$ cat src/pkg/itfd_pkg.sv
// Package for the input terminal function decoder.
// Assumes one 100 MHz clock and terminals already level-shifted to logic levels.
package itfd_pkg;
   // Number of multi-function input terminals.
   localparam int unsigned NUM_TERM = 7;
   // Width of a per-terminal function code.
   localparam int unsigned FCODE_W = 7;
   // Clock period in nanoseconds.
   localparam int unsigned CLK_PERIOD_NS = 10;
   // Debounce time in microseconds.
   localparam int unsigned DEBOUNCE_US = 2;
   // Debounce time in clock cycles, rounded down, with no lower clamp.
   localparam int unsigned DEBOUNCE_CYC = (DEBOUNCE_US * 1000) / CLK_PERIOD_NS;
   // Width of the debounce counter.
   localparam int unsigned DB_CNT_W = $clog2(DEBOUNCE_CYC + 1);
   // External operation configuration values.
   localparam logic [2:0] OPCFG_FREE = 3'h0;
   localparam logic [2:0] OPCFG_FWD_REV = 3'h1;
   localparam logic [2:0] OPCFG_RUN_DIR = 3'h2;
   localparam logic [2:0] OPCFG_3WIRE = 3'h3;
   localparam logic [2:0] OPCFG_FWD_REV_Q = 3'h4;
   localparam logic [2:0] OPCFG_RUN_DIR_Q = 3'h5;
   localparam logic [2:0] OPCFG_3WIRE_Q = 3'h6;
   // Function codes handled here.
   localparam logic [6:0] FC_NONE = 7'h00;
   localparam logic [6:0] FC_STEP1 = 7'h01;
   localparam logic [6:0] FC_STEP2 = 7'h02;
   localparam logic [6:0] FC_STEP3 = 7'h03;
   localparam logic [6:0] FC_STEP4 = 7'h04;
   localparam logic [6:0] FC_RESET = 7'h05;
   localparam logic [6:0] FC_RAMP_HOLD = 7'h07;
   localparam logic [6:0] FC_ACC_SEL0 = 7'h08;
   localparam logic [6:0] FC_ACC_SEL1 = 7'h09;
   localparam logic [6:0] FC_EXT_FAULT = 7'h0A;
   localparam logic [6:0] FC_BASE_BLOCK = 7'h0B;
   localparam logic [6:0] FC_OUT_PAUSE = 7'h0C;
   // Terminal indices with fixed roles.
   localparam int unsigned T_ONE = 0;
   localparam int unsigned T_TWO = 1;
   localparam int unsigned T_THREE = 2;
   localparam int unsigned T_SEVEN = 6;

   // Decoded run command.
   typedef struct packed {
      logic run;
      logic reverse;
   } itfd_run_s;

   // Decoded auxiliary commands.
   typedef struct packed {
      logic [3:0] step_sel;
      logic [1:0] acc_sel;
      logic ramp_hold;
      logic fault_reset;
   } itfd_aux_s;

   // Output stage state, one-hot.
   typedef enum logic [3:0] {
      ITFD_ST_IDLE = 4'h1,
      ITFD_ST_RUN = 4'h2,
      ITFD_ST_BLOCK = 4'h4,
      ITFD_ST_PAUSE = 4'h8
   } itfd_state_e;
endpackage

$ cat src/hdl/itfd_debounce.sv
// Debounce filter for one terminal.
// Passes the input through two flip-flops into the mclk domain first.
module itfd_debounce #(
   parameter int unsigned CYC = itfd_pkg::DEBOUNCE_CYC
) (
   // Clock and reset.
   input wire logic mclk,
   input wire logic sys_rst,
   // Raw and filtered level.
   input wire logic raw,
   output logic clean
);
   // All state of the filter.
   typedef struct packed {
      logic sync1;
      logic sync2;
      logic level;
      logic [itfd_pkg::DB_CNT_W-1:0] cnt;
   } itfd_db_s;

   itfd_db_s st_r;
   itfd_db_s st_nxt;

   // The level changes only after the input differs for CYC cycles.
   always_comb begin
      st_nxt = st_r;
      st_nxt.sync1 = raw;
      st_nxt.sync2 = st_r.sync1;
      if (st_r.sync2 == st_r.level) begin
         st_nxt.cnt = '0;
      end else if (st_r.cnt == itfd_pkg::DB_CNT_W'(CYC - 1)) begin
         st_nxt.level = st_r.sync2;
         st_nxt.cnt = '0;
      end else begin
         st_nxt.cnt = st_r.cnt + 1'b1;
      end
   end

   // Registers the filter state.
   always_ff @(posedge mclk or posedge sys_rst) begin
      if (sys_rst) begin
         st_r <= '0;
      end else begin
         st_r <= st_nxt;
      end
   end

   assign clean = st_r.level;
endmodule // itfd_debounce

$ cat src/hdl/itfd_decoder.sv
// Multi-function input terminal decoder for a motor drive.
// Assumes normally open contacts reported as 1 when closed, and a ramp and
// output stage that consume the decoded commands.

// Contract
// - Config 1: terminal one forward, two reverse.
// - Config 2: terminal one run, two direction.
// - Terminal seven code 0 is pulse input.
// - Three-wire: terminal three is stop contact.
// - Closed contact means function on.
// - Codes 1-4 form four-bit step selector.
// - Code 5 resets fault once cause gone.
// - Code 7 freezes ramp while on.
// - Codes 8,9 select one of four ramps.
// - Code 10 records external fault, decelerates.
// - External fault held until clear and reset.
// - Code 11 base block cuts output.
// - Pause release restarts toward set frequency.
// - Config 0 frees terminals one and two.
module itfd_decoder #(
   parameter int unsigned NT = itfd_pkg::NUM_TERM
) (
   // Clock and reset.
   input wire logic mclk,
   input wire logic sys_rst,
   // Terminal contacts and configuration.
   input wire logic [NT-1:0] term_in,
   input wire logic [2:0] external_operation_config,
   input wire logic [NT*itfd_pkg::FCODE_W-1:0] term_fcode,
   input wire logic fault_stop_method,
   // Decoded commands.
   output itfd_pkg::itfd_run_s run_cmd,
   output itfd_pkg::itfd_aux_s aux_cmd,
   output logic output_enable,
   output logic coast,
   output logic decel_stop,
   output logic fault_stop_coast,
   output logic pulse_in,
   output logic external_fault,
   output logic base_block_ind,
   output logic pause_ind,
   output logic fault_active
);
   // Filtered terminal levels.
   logic [NT-1:0] term_clean;

   // All state of the decoder.
   typedef struct packed {
      itfd_pkg::itfd_state_e state;
      itfd_pkg::itfd_run_s run;
      itfd_pkg::itfd_aux_s aux;
      logic ef_latched;
      logic ef_prev;
      logic pulse;
      logic oe;
      logic coast;
   } itfd_core_s;

   itfd_core_s st_r;
   itfd_core_s st_nxt;

   // Per-terminal function activity, per code of interest.
   logic [NT-1:0] is_free;
   logic [NT-1:0] on_step1, on_step2, on_step3, on_step4;
   logic [NT-1:0] on_reset, on_hold, on_acc0, on_acc1, on_ef, on_bb, on_pause;

   // Each terminal is synchronised and debounced, then decoded.
   genvar gi;
   generate
      for (gi = 0; gi < NT; gi++) begin : g_term
         logic [itfd_pkg::FCODE_W-1:0] fc;
         logic on;
         itfd_debounce #(
            .CYC(itfd_pkg::DEBOUNCE_CYC)
         ) u_db (
            .mclk(mclk),
            .sys_rst(sys_rst),
            .raw(term_in[gi]),
            .clean(term_clean[gi])
         );
         assign fc = term_fcode[gi*itfd_pkg::FCODE_W +: itfd_pkg::FCODE_W];
         // Closed contact reads as the function being on.
         assign on = term_clean[gi] & is_free[gi];
         assign on_step1[gi] = on && (fc == itfd_pkg::FC_STEP1);
         assign on_step2[gi] = on && (fc == itfd_pkg::FC_STEP2);
         assign on_step3[gi] = on && (fc == itfd_pkg::FC_STEP3);
         assign on_step4[gi] = on && (fc == itfd_pkg::FC_STEP4);
         assign on_reset[gi] = on && (fc == itfd_pkg::FC_RESET);
         assign on_hold[gi] = on && (fc == itfd_pkg::FC_RAMP_HOLD);
         assign on_acc0[gi] = on && (fc == itfd_pkg::FC_ACC_SEL0);
         assign on_acc1[gi] = on && (fc == itfd_pkg::FC_ACC_SEL1);
         assign on_ef[gi] = on && (fc == itfd_pkg::FC_EXT_FAULT);
         assign on_bb[gi] = on && (fc == itfd_pkg::FC_BASE_BLOCK);
         assign on_pause[gi] = on && (fc == itfd_pkg::FC_OUT_PAUSE);
      end
   endgenerate

   // Configuration decode.
   logic cfg_free, cfg_fwd_rev, cfg_run_dir, cfg_3wire;
   logic [itfd_pkg::FCODE_W-1:0] fc_seven;

   always_comb begin
      cfg_free = (external_operation_config == itfd_pkg::OPCFG_FREE);
      cfg_fwd_rev = (external_operation_config == itfd_pkg::OPCFG_FWD_REV) ||
                    (external_operation_config == itfd_pkg::OPCFG_FWD_REV_Q);
      cfg_run_dir = (external_operation_config == itfd_pkg::OPCFG_RUN_DIR) ||
                    (external_operation_config == itfd_pkg::OPCFG_RUN_DIR_Q);
      cfg_3wire = (external_operation_config == itfd_pkg::OPCFG_3WIRE) ||
                  (external_operation_config == itfd_pkg::OPCFG_3WIRE_Q);
      fc_seven = term_fcode[itfd_pkg::T_SEVEN*itfd_pkg::FCODE_W +: itfd_pkg::FCODE_W];
      is_free = '1;
      // Terminals one and two take function codes only in config 0.
      is_free[itfd_pkg::T_ONE] = cfg_free;
      is_free[itfd_pkg::T_TWO] = cfg_free;
      // In three-wire mode terminal three's function code is ignored.
      is_free[itfd_pkg::T_THREE] = !cfg_3wire;
      // Code 0 on terminal seven makes it a pulse input.
      is_free[itfd_pkg::T_SEVEN] = (fc_seven != itfd_pkg::FC_NONE);
   end

   // Combined function levels.
   logic any_reset, any_ef, any_bb, any_pause, ef_rise;
   assign any_reset = |on_reset;
   assign any_ef = |on_ef;
   assign any_bb = |on_bb;
   assign any_pause = |on_pause;
   assign ef_rise = any_ef && !st_r.ef_prev;

   // Next-state logic for commands, fault latch and output stage.
   always_comb begin
      st_nxt = st_r;
      st_nxt.pulse = term_clean[itfd_pkg::T_SEVEN] && !is_free[itfd_pkg::T_SEVEN];
      // Run and direction from the configured wiring.
      if (cfg_fwd_rev) begin
         // Both closed stops and keeps the last direction.
         st_nxt.run.run = term_clean[itfd_pkg::T_ONE] ^ term_clean[itfd_pkg::T_TWO];
         if (term_clean[itfd_pkg::T_ONE] != term_clean[itfd_pkg::T_TWO]) begin
            st_nxt.run.reverse = term_clean[itfd_pkg::T_TWO];
         end
      end else if (cfg_run_dir) begin
         st_nxt.run.run = term_clean[itfd_pkg::T_ONE];
         st_nxt.run.reverse = term_clean[itfd_pkg::T_TWO];
      end else if (cfg_3wire) begin
         // Run latches on terminal one, open stop contact drops it.
         if (!term_clean[itfd_pkg::T_THREE]) begin
            st_nxt.run.run = 1'b0;
         end else if (term_clean[itfd_pkg::T_ONE]) begin
            st_nxt.run.run = 1'b1;
         end
         st_nxt.run.reverse = term_clean[itfd_pkg::T_TWO];
      end else begin
         st_nxt.run = '0;
      end
      // Step selector, ramp hold and ramp set selection.
      st_nxt.aux.step_sel = {|on_step4, |on_step3, |on_step2, |on_step1};
      st_nxt.aux.ramp_hold = |on_hold;
      st_nxt.aux.acc_sel = {|on_acc1, |on_acc0};
      st_nxt.aux.fault_reset = any_reset;
      // External fault: a new edge sets, reset clears only once the
      // terminal is open again; the set wins over the clear.
      st_nxt.ef_prev = any_ef;
      if (ef_rise) begin
         st_nxt.ef_latched = 1'b1;
      end else if (any_reset && !any_ef) begin
         st_nxt.ef_latched = 1'b0;
      end
      // Output stage: block and pause override run.
      unique case (st_r.state)
         itfd_pkg::ITFD_ST_IDLE: begin
            if (any_bb) st_nxt.state = itfd_pkg::ITFD_ST_BLOCK;
            else if (any_pause) st_nxt.state = itfd_pkg::ITFD_ST_PAUSE;
            else if (st_nxt.run.run) st_nxt.state = itfd_pkg::ITFD_ST_RUN;
         end
         itfd_pkg::ITFD_ST_RUN: begin
            if (any_bb) st_nxt.state = itfd_pkg::ITFD_ST_BLOCK;
            else if (any_pause) st_nxt.state = itfd_pkg::ITFD_ST_PAUSE;
            else if (!st_nxt.run.run) st_nxt.state = itfd_pkg::ITFD_ST_IDLE;
         end
         itfd_pkg::ITFD_ST_BLOCK: begin
            // A pause still held when the block lifts keeps the output waiting.
            if (!any_bb && any_pause) st_nxt.state = itfd_pkg::ITFD_ST_PAUSE;
            else if (!any_bb) st_nxt.state = itfd_pkg::ITFD_ST_IDLE;
         end
         itfd_pkg::ITFD_ST_PAUSE: begin
            if (any_bb) st_nxt.state = itfd_pkg::ITFD_ST_BLOCK;
            else if (!any_pause) begin
               // Release restarts toward the current set frequency.
               st_nxt.state = st_nxt.run.run ? itfd_pkg::ITFD_ST_RUN
                                             : itfd_pkg::ITFD_ST_IDLE;
            end
         end
         default: st_nxt.state = itfd_pkg::ITFD_ST_IDLE;
      endcase
      // Output cut by block or pause on the same edge that registers the new state, one cycle after the terminal decode.
      st_nxt.oe = (st_nxt.state == itfd_pkg::ITFD_ST_RUN);
      st_nxt.coast = (st_nxt.state == itfd_pkg::ITFD_ST_BLOCK) ||
                     (st_nxt.state == itfd_pkg::ITFD_ST_PAUSE);
   end

   // Registers the decoder state.
   always_ff @(posedge mclk or posedge sys_rst) begin
      if (sys_rst) begin
         st_r <= '{state: itfd_pkg::ITFD_ST_IDLE, default: '0};
      end else begin
         st_r <= st_nxt;
      end
   end

   // Outputs, all from flip-flops except base_block_ind and pause_ind, decoded from the state, and fault_stop_coast, which is gated by fault_stop_method.
   assign run_cmd = st_r.run;
   assign aux_cmd = st_r.aux;
   assign output_enable = st_r.oe;
   assign coast = st_r.coast;
   assign decel_stop = st_r.ef_latched;
   assign fault_stop_coast = st_r.ef_latched & fault_stop_method;
   assign pulse_in = st_r.pulse;
   assign external_fault = st_r.ef_latched;
   assign base_block_ind = (st_r.state == itfd_pkg::ITFD_ST_BLOCK);
   assign pause_ind = (st_r.state == itfd_pkg::ITFD_ST_PAUSE);
   assign fault_active = st_r.ef_latched;
endmodule // itfd_decoder

$ cat config.mk
export PLATFORM = sky130hd
export DESIGN_NAME = itfd_decoder
export DESIGN_NICKNAME = d
export VERILOG_FILES = /design/src/pkg/itfd_pkg.sv /design/src/hdl/itfd_debounce.sv /design/src/hdl/itfd_decoder.sv
export SDC_FILE = /design/constraint.sdc
export NUM_CORES = 1
export LEC_CHECK = 0
export BUFFER_PORTS_ARGS = -buffer_cell sky130_fd_sc_hd__buf_2
export CAP_MARGIN = 5
export CORE_MARGIN = 2
export CORE_UTILIZATION = 51
export DETAILED_ROUTE_END_ITERATION = 6
export GPL_TIMING_DRIVEN = 0
export PLACE_DENSITY = 0.81
export SETUP_SLACK_MARGIN = 0.5
export SKIP_LAST_GASP = 1
export SYNTH_ARGS = -nofsm -noshare
export SYNTH_HDL_FRONTEND = slang
export SYNTH_SLANG_ARGS = --single-unit
$ cat constraint.sdc
create_clock -name mclk -period 2.7 [get_ports mclk]
set_input_delay 0.27 -clock mclk [delete_from_list [all_inputs] [get_ports mclk]]
set_output_delay 0.27 -clock mclk [all_outputs]
set_load 0.05 [all_outputs]
==> results.md <==
- Status: completed
- RSZ-0062 raised after global routing: false
- Overall power: 2.66 mW
- Wire per inst: 14.8 µm
- Synth Flop Type: dfrtp_1
- Hold_sp: term_fcode[43]
- Initial Utilization: 53.0%
- Sequential-to-total area share from yosys stat: 48.9%
- Worst-skew pair later-pin latency: 370 ps
- Logic pwr share: 8.3%
- Net Sw Frac: 26.7%
- Synthesis warning total: 0
- Clock-pin slew on the worst setup and hold paths: 110 ps
- Die ar.: 10400 µm²
- Clk_skew: 10.2 ps
- Fin crit share: 77.4%
- WP data required: 2990 ps
- Worst path arrival time: 2380 ps
- Most common cell after layout, fill and taps aside: dfrtp_1
- Setup Buffers After CTS: 0
- Final core utilization: 62.7%
- Worst vdd ir: 312 µV
- Internal Power: 1.95 mW
- Largest area contributor in the netlist: dfrtp_1
- F_max: 0.478 GHz
- Top cell type's share of synthesized area: 48.3%
- P_leak: 2.67 nW
- Placed cell area: 5520 µm²
- Clock share of power: 35.5%
- Crit path capture type: register
- Final setup margin: 610 ps
- Max Cap Violations: 0
- Initial antenna violation count: 2
- Async set-reset flop share out of synthesis: 100%
- WS Path Type: reg2reg
- Post-Syn Nets: 580
- PortBufs: 77
- HPWL after detailed placement: 8.42 mm
- Seq pwr share: 56.2%
- Worst setup SP type: register
- Crit Path Max Fanout: 5
- Top cells by area, synth: dfrtp_1 (48%), nor2_1 (5.7%), xor2_1 (4.6%), xnor2_1 (4.3%), nand3_1 (4.2%)
- Pwr Density: 457 nW/µm²
- H-tree Lvls: 3
- Detailed Routing Iterations Pass 1: 5
- Number of inserted diodes: 0
- Placer Congestion: 0.940
- Filler instances: 804
- Routed vias/inst: 5.42
- First-pass GRT wire length: 18.2 mm
- Most frequent cells in the layout: dfrtp_1 (95), buf_2 (79), nor2_1 (75), nand3_1 (41), nand2_1 (32)
- Worst slew pin tran: 686 ps
- Relative slew margins: 53.9%
- Clock sink count: 96
- Slew Viols, Final: 0
- Drt total wl: 11.0 mm
- HP Class: in2reg
- Clock Path Buffers: 2
- # nets final: 678
- CP startpoint: g_term[6].u_db.clean$_DFFE_PP0P_
- Place WS: 464 ps
- Post-Syn Area: 4920 µm²
- Final setup viols: 0
- Vias: 4027
- Global route overflow: 0
- Total global routing track utilization: 22.4%
- Synth cell types: 54
- Top Ports: 81
- Pin count of the biggest net entering global routing: 44
- Switching Power: 0.711 mW
- Fin area: 5820 µm²
- Residual DRC count: 0
- Share of post-route cells with drive strength above 1: 22.0%
- CORE AREA: 9280 µm²
- Die X: 102 µm
- Number of flops mapped to enable cells by yosys: 0
- Syn-to-layout area delta: 18.4%
- DR iter-0 viols: 198
- Sum Neg Setup Slack: 0 ps
- Post-route minimum period: 2090 ps
- Post-DRT Antenna Nets: 0
- Cells after Synth: 511
- Final non-filler cell total: 743
- R2R Path Start: g_term[6].u_db.clean$_DFFE_PP0P_
- Die H: 102 µm
- Hold slack: 161 ps
- Syn_area_per_cell: 9.62 µm²
- Row count: 35
- FF+latch count, synth: 96
- Clock root cell: clkbuf_8
- CTS tree: yes
- Vias in the first global route: 3835
- Final Hold Viols: 0
- Inst Count DP: 719
- Num CTS Buffers: 9
==> power groups by stage <==
stage,clock [mW],sequential [mW],combinational [mW]
detailed placement,0,1.53,0.211
floorplan,0,1.52,0.114
finish,0.945,1.50,0.220
CTS,0.967,1.50,0.221
global placement,0,1.52,0.195
global route,1.03,1.50,0.253
==> layer usage <==
layer / wire length (µm) / GRT usage [%] / vias up
met2: 5180 / 36.7 / 128
li1: - / - / 1987
met5: 11 / 0 / -
met3: 783 / 6.09 / 19
met4: 247 / 8.21 / 2
met1: 4740 / 28.8 / 1891
==> state kept, by name, summed over array words and instances (netlist names) <==
register and count:
g_term.u_db.st_r 63, st_r 5, run_cmd 2, coast 1, decel_stop 1, g_term.u_db.clean 7
pulse_in 1, output_enable 1, aux_cmd 8, g_term.u_db.st_nxt 7
==> cell families after synthesis <==
| kind of cell | share of synthesized area [%] |
|---|---|
| compound gates | 6.95 |
| xor+xnor | 8.91 |
| fa+ha+maj | 1.98 |
| buf+inv | 4.02 |
| flops | 48.9 |
| mux | 1.60 |
| simple gates | 27.7 |
==> cell usage after synthesis, types with 2 or more instances <==
master / count
o22ai_1: 3
or4b_1: 4
or3_1: 6
inv_1: 17
and3_1: 14
nand4_1: 10
nor3_1: 15
o31ai_1: 3
a311oi_1: 2
clkbuf_1: 9
or2_2: 7
nand2b_1: 6
mux2_2: 7
dfrtp_1: 95
nor2b_1: 4
or4_1: 3
o211ai_1: 3
a21oi_1: 7
xnor2_1: 24
nand2_1: 32
nand3_1: 41
a211oi_1: 3
nor4_1: 16
buf_2: 2
buf_4: 12
and3b_1: 5
xor2_1: 26
nand3b_1: 4
o21ai_0: 13
ha_1: 7
and2_1: 3
nor4b_1: 5
a31oi_1: 2
nor3b_1: 5
nor2_1: 75
a22oi_1: 3
==> critical path, stage by stage (launching register included) <==
cell     delay [ps]
dfrtp_1         390
or4b_1          570
or3b_2          560
o32ai_2         250
nor4_1          140
o21ai_0         100
==> area by class of cell <==
class | count | area, µm² | area share, %
Buffer | 23 | 135 | 2.32
Clock buffer | 10 | 138 | 2.36
Clock inverter | 6 | 60.1 | 1.03
Inverter | 17 | 67.6 | 1.16
Multi-Input combinational cell | 375 | 2350 | 40.4
Sequential cell | 96 | 2400 | 41.3
Tap cell | 129 | 161 | 2.77
Timing Repair Buffer | 87 | 505 | 8.68
==> path summary, 6_finish.rpt <==
| path | endpoint | slack, ps | cells past startpoint |
|---|---|---|---|
| worst max-delay path | aux_cmd[7]$_DFF_PP0_ | 610 | 5 |
| worst min-delay path | pulse_in$_DFF_PP0_ | 160 | 2 |
| worst max register to register | aux_cmd[7]$_DFF_PP0_ | 610 | 5 |
| worst min register to register | g_term[1].u_db.st_r[9]$_DFF_PP0_ | 360 | 0 |
| max in group asynchronous | st_r[15]$_DFF_PP1_ | 1730 | 4 |
| min in group asynchronous | g_term[6].u_db.st_r[4]$_DFF_PP0_ | 390 | 3 |
==> timing repair <==
item	4_1_cts	5_1_grt
hold buffers	8	0
resized for setup	1	5
pin swaps	0	0
endpoints found under the setup margin	1	7
endpoints found under the hold margin	18	0
No activity file was read; power rests on OpenSTA's default activity.
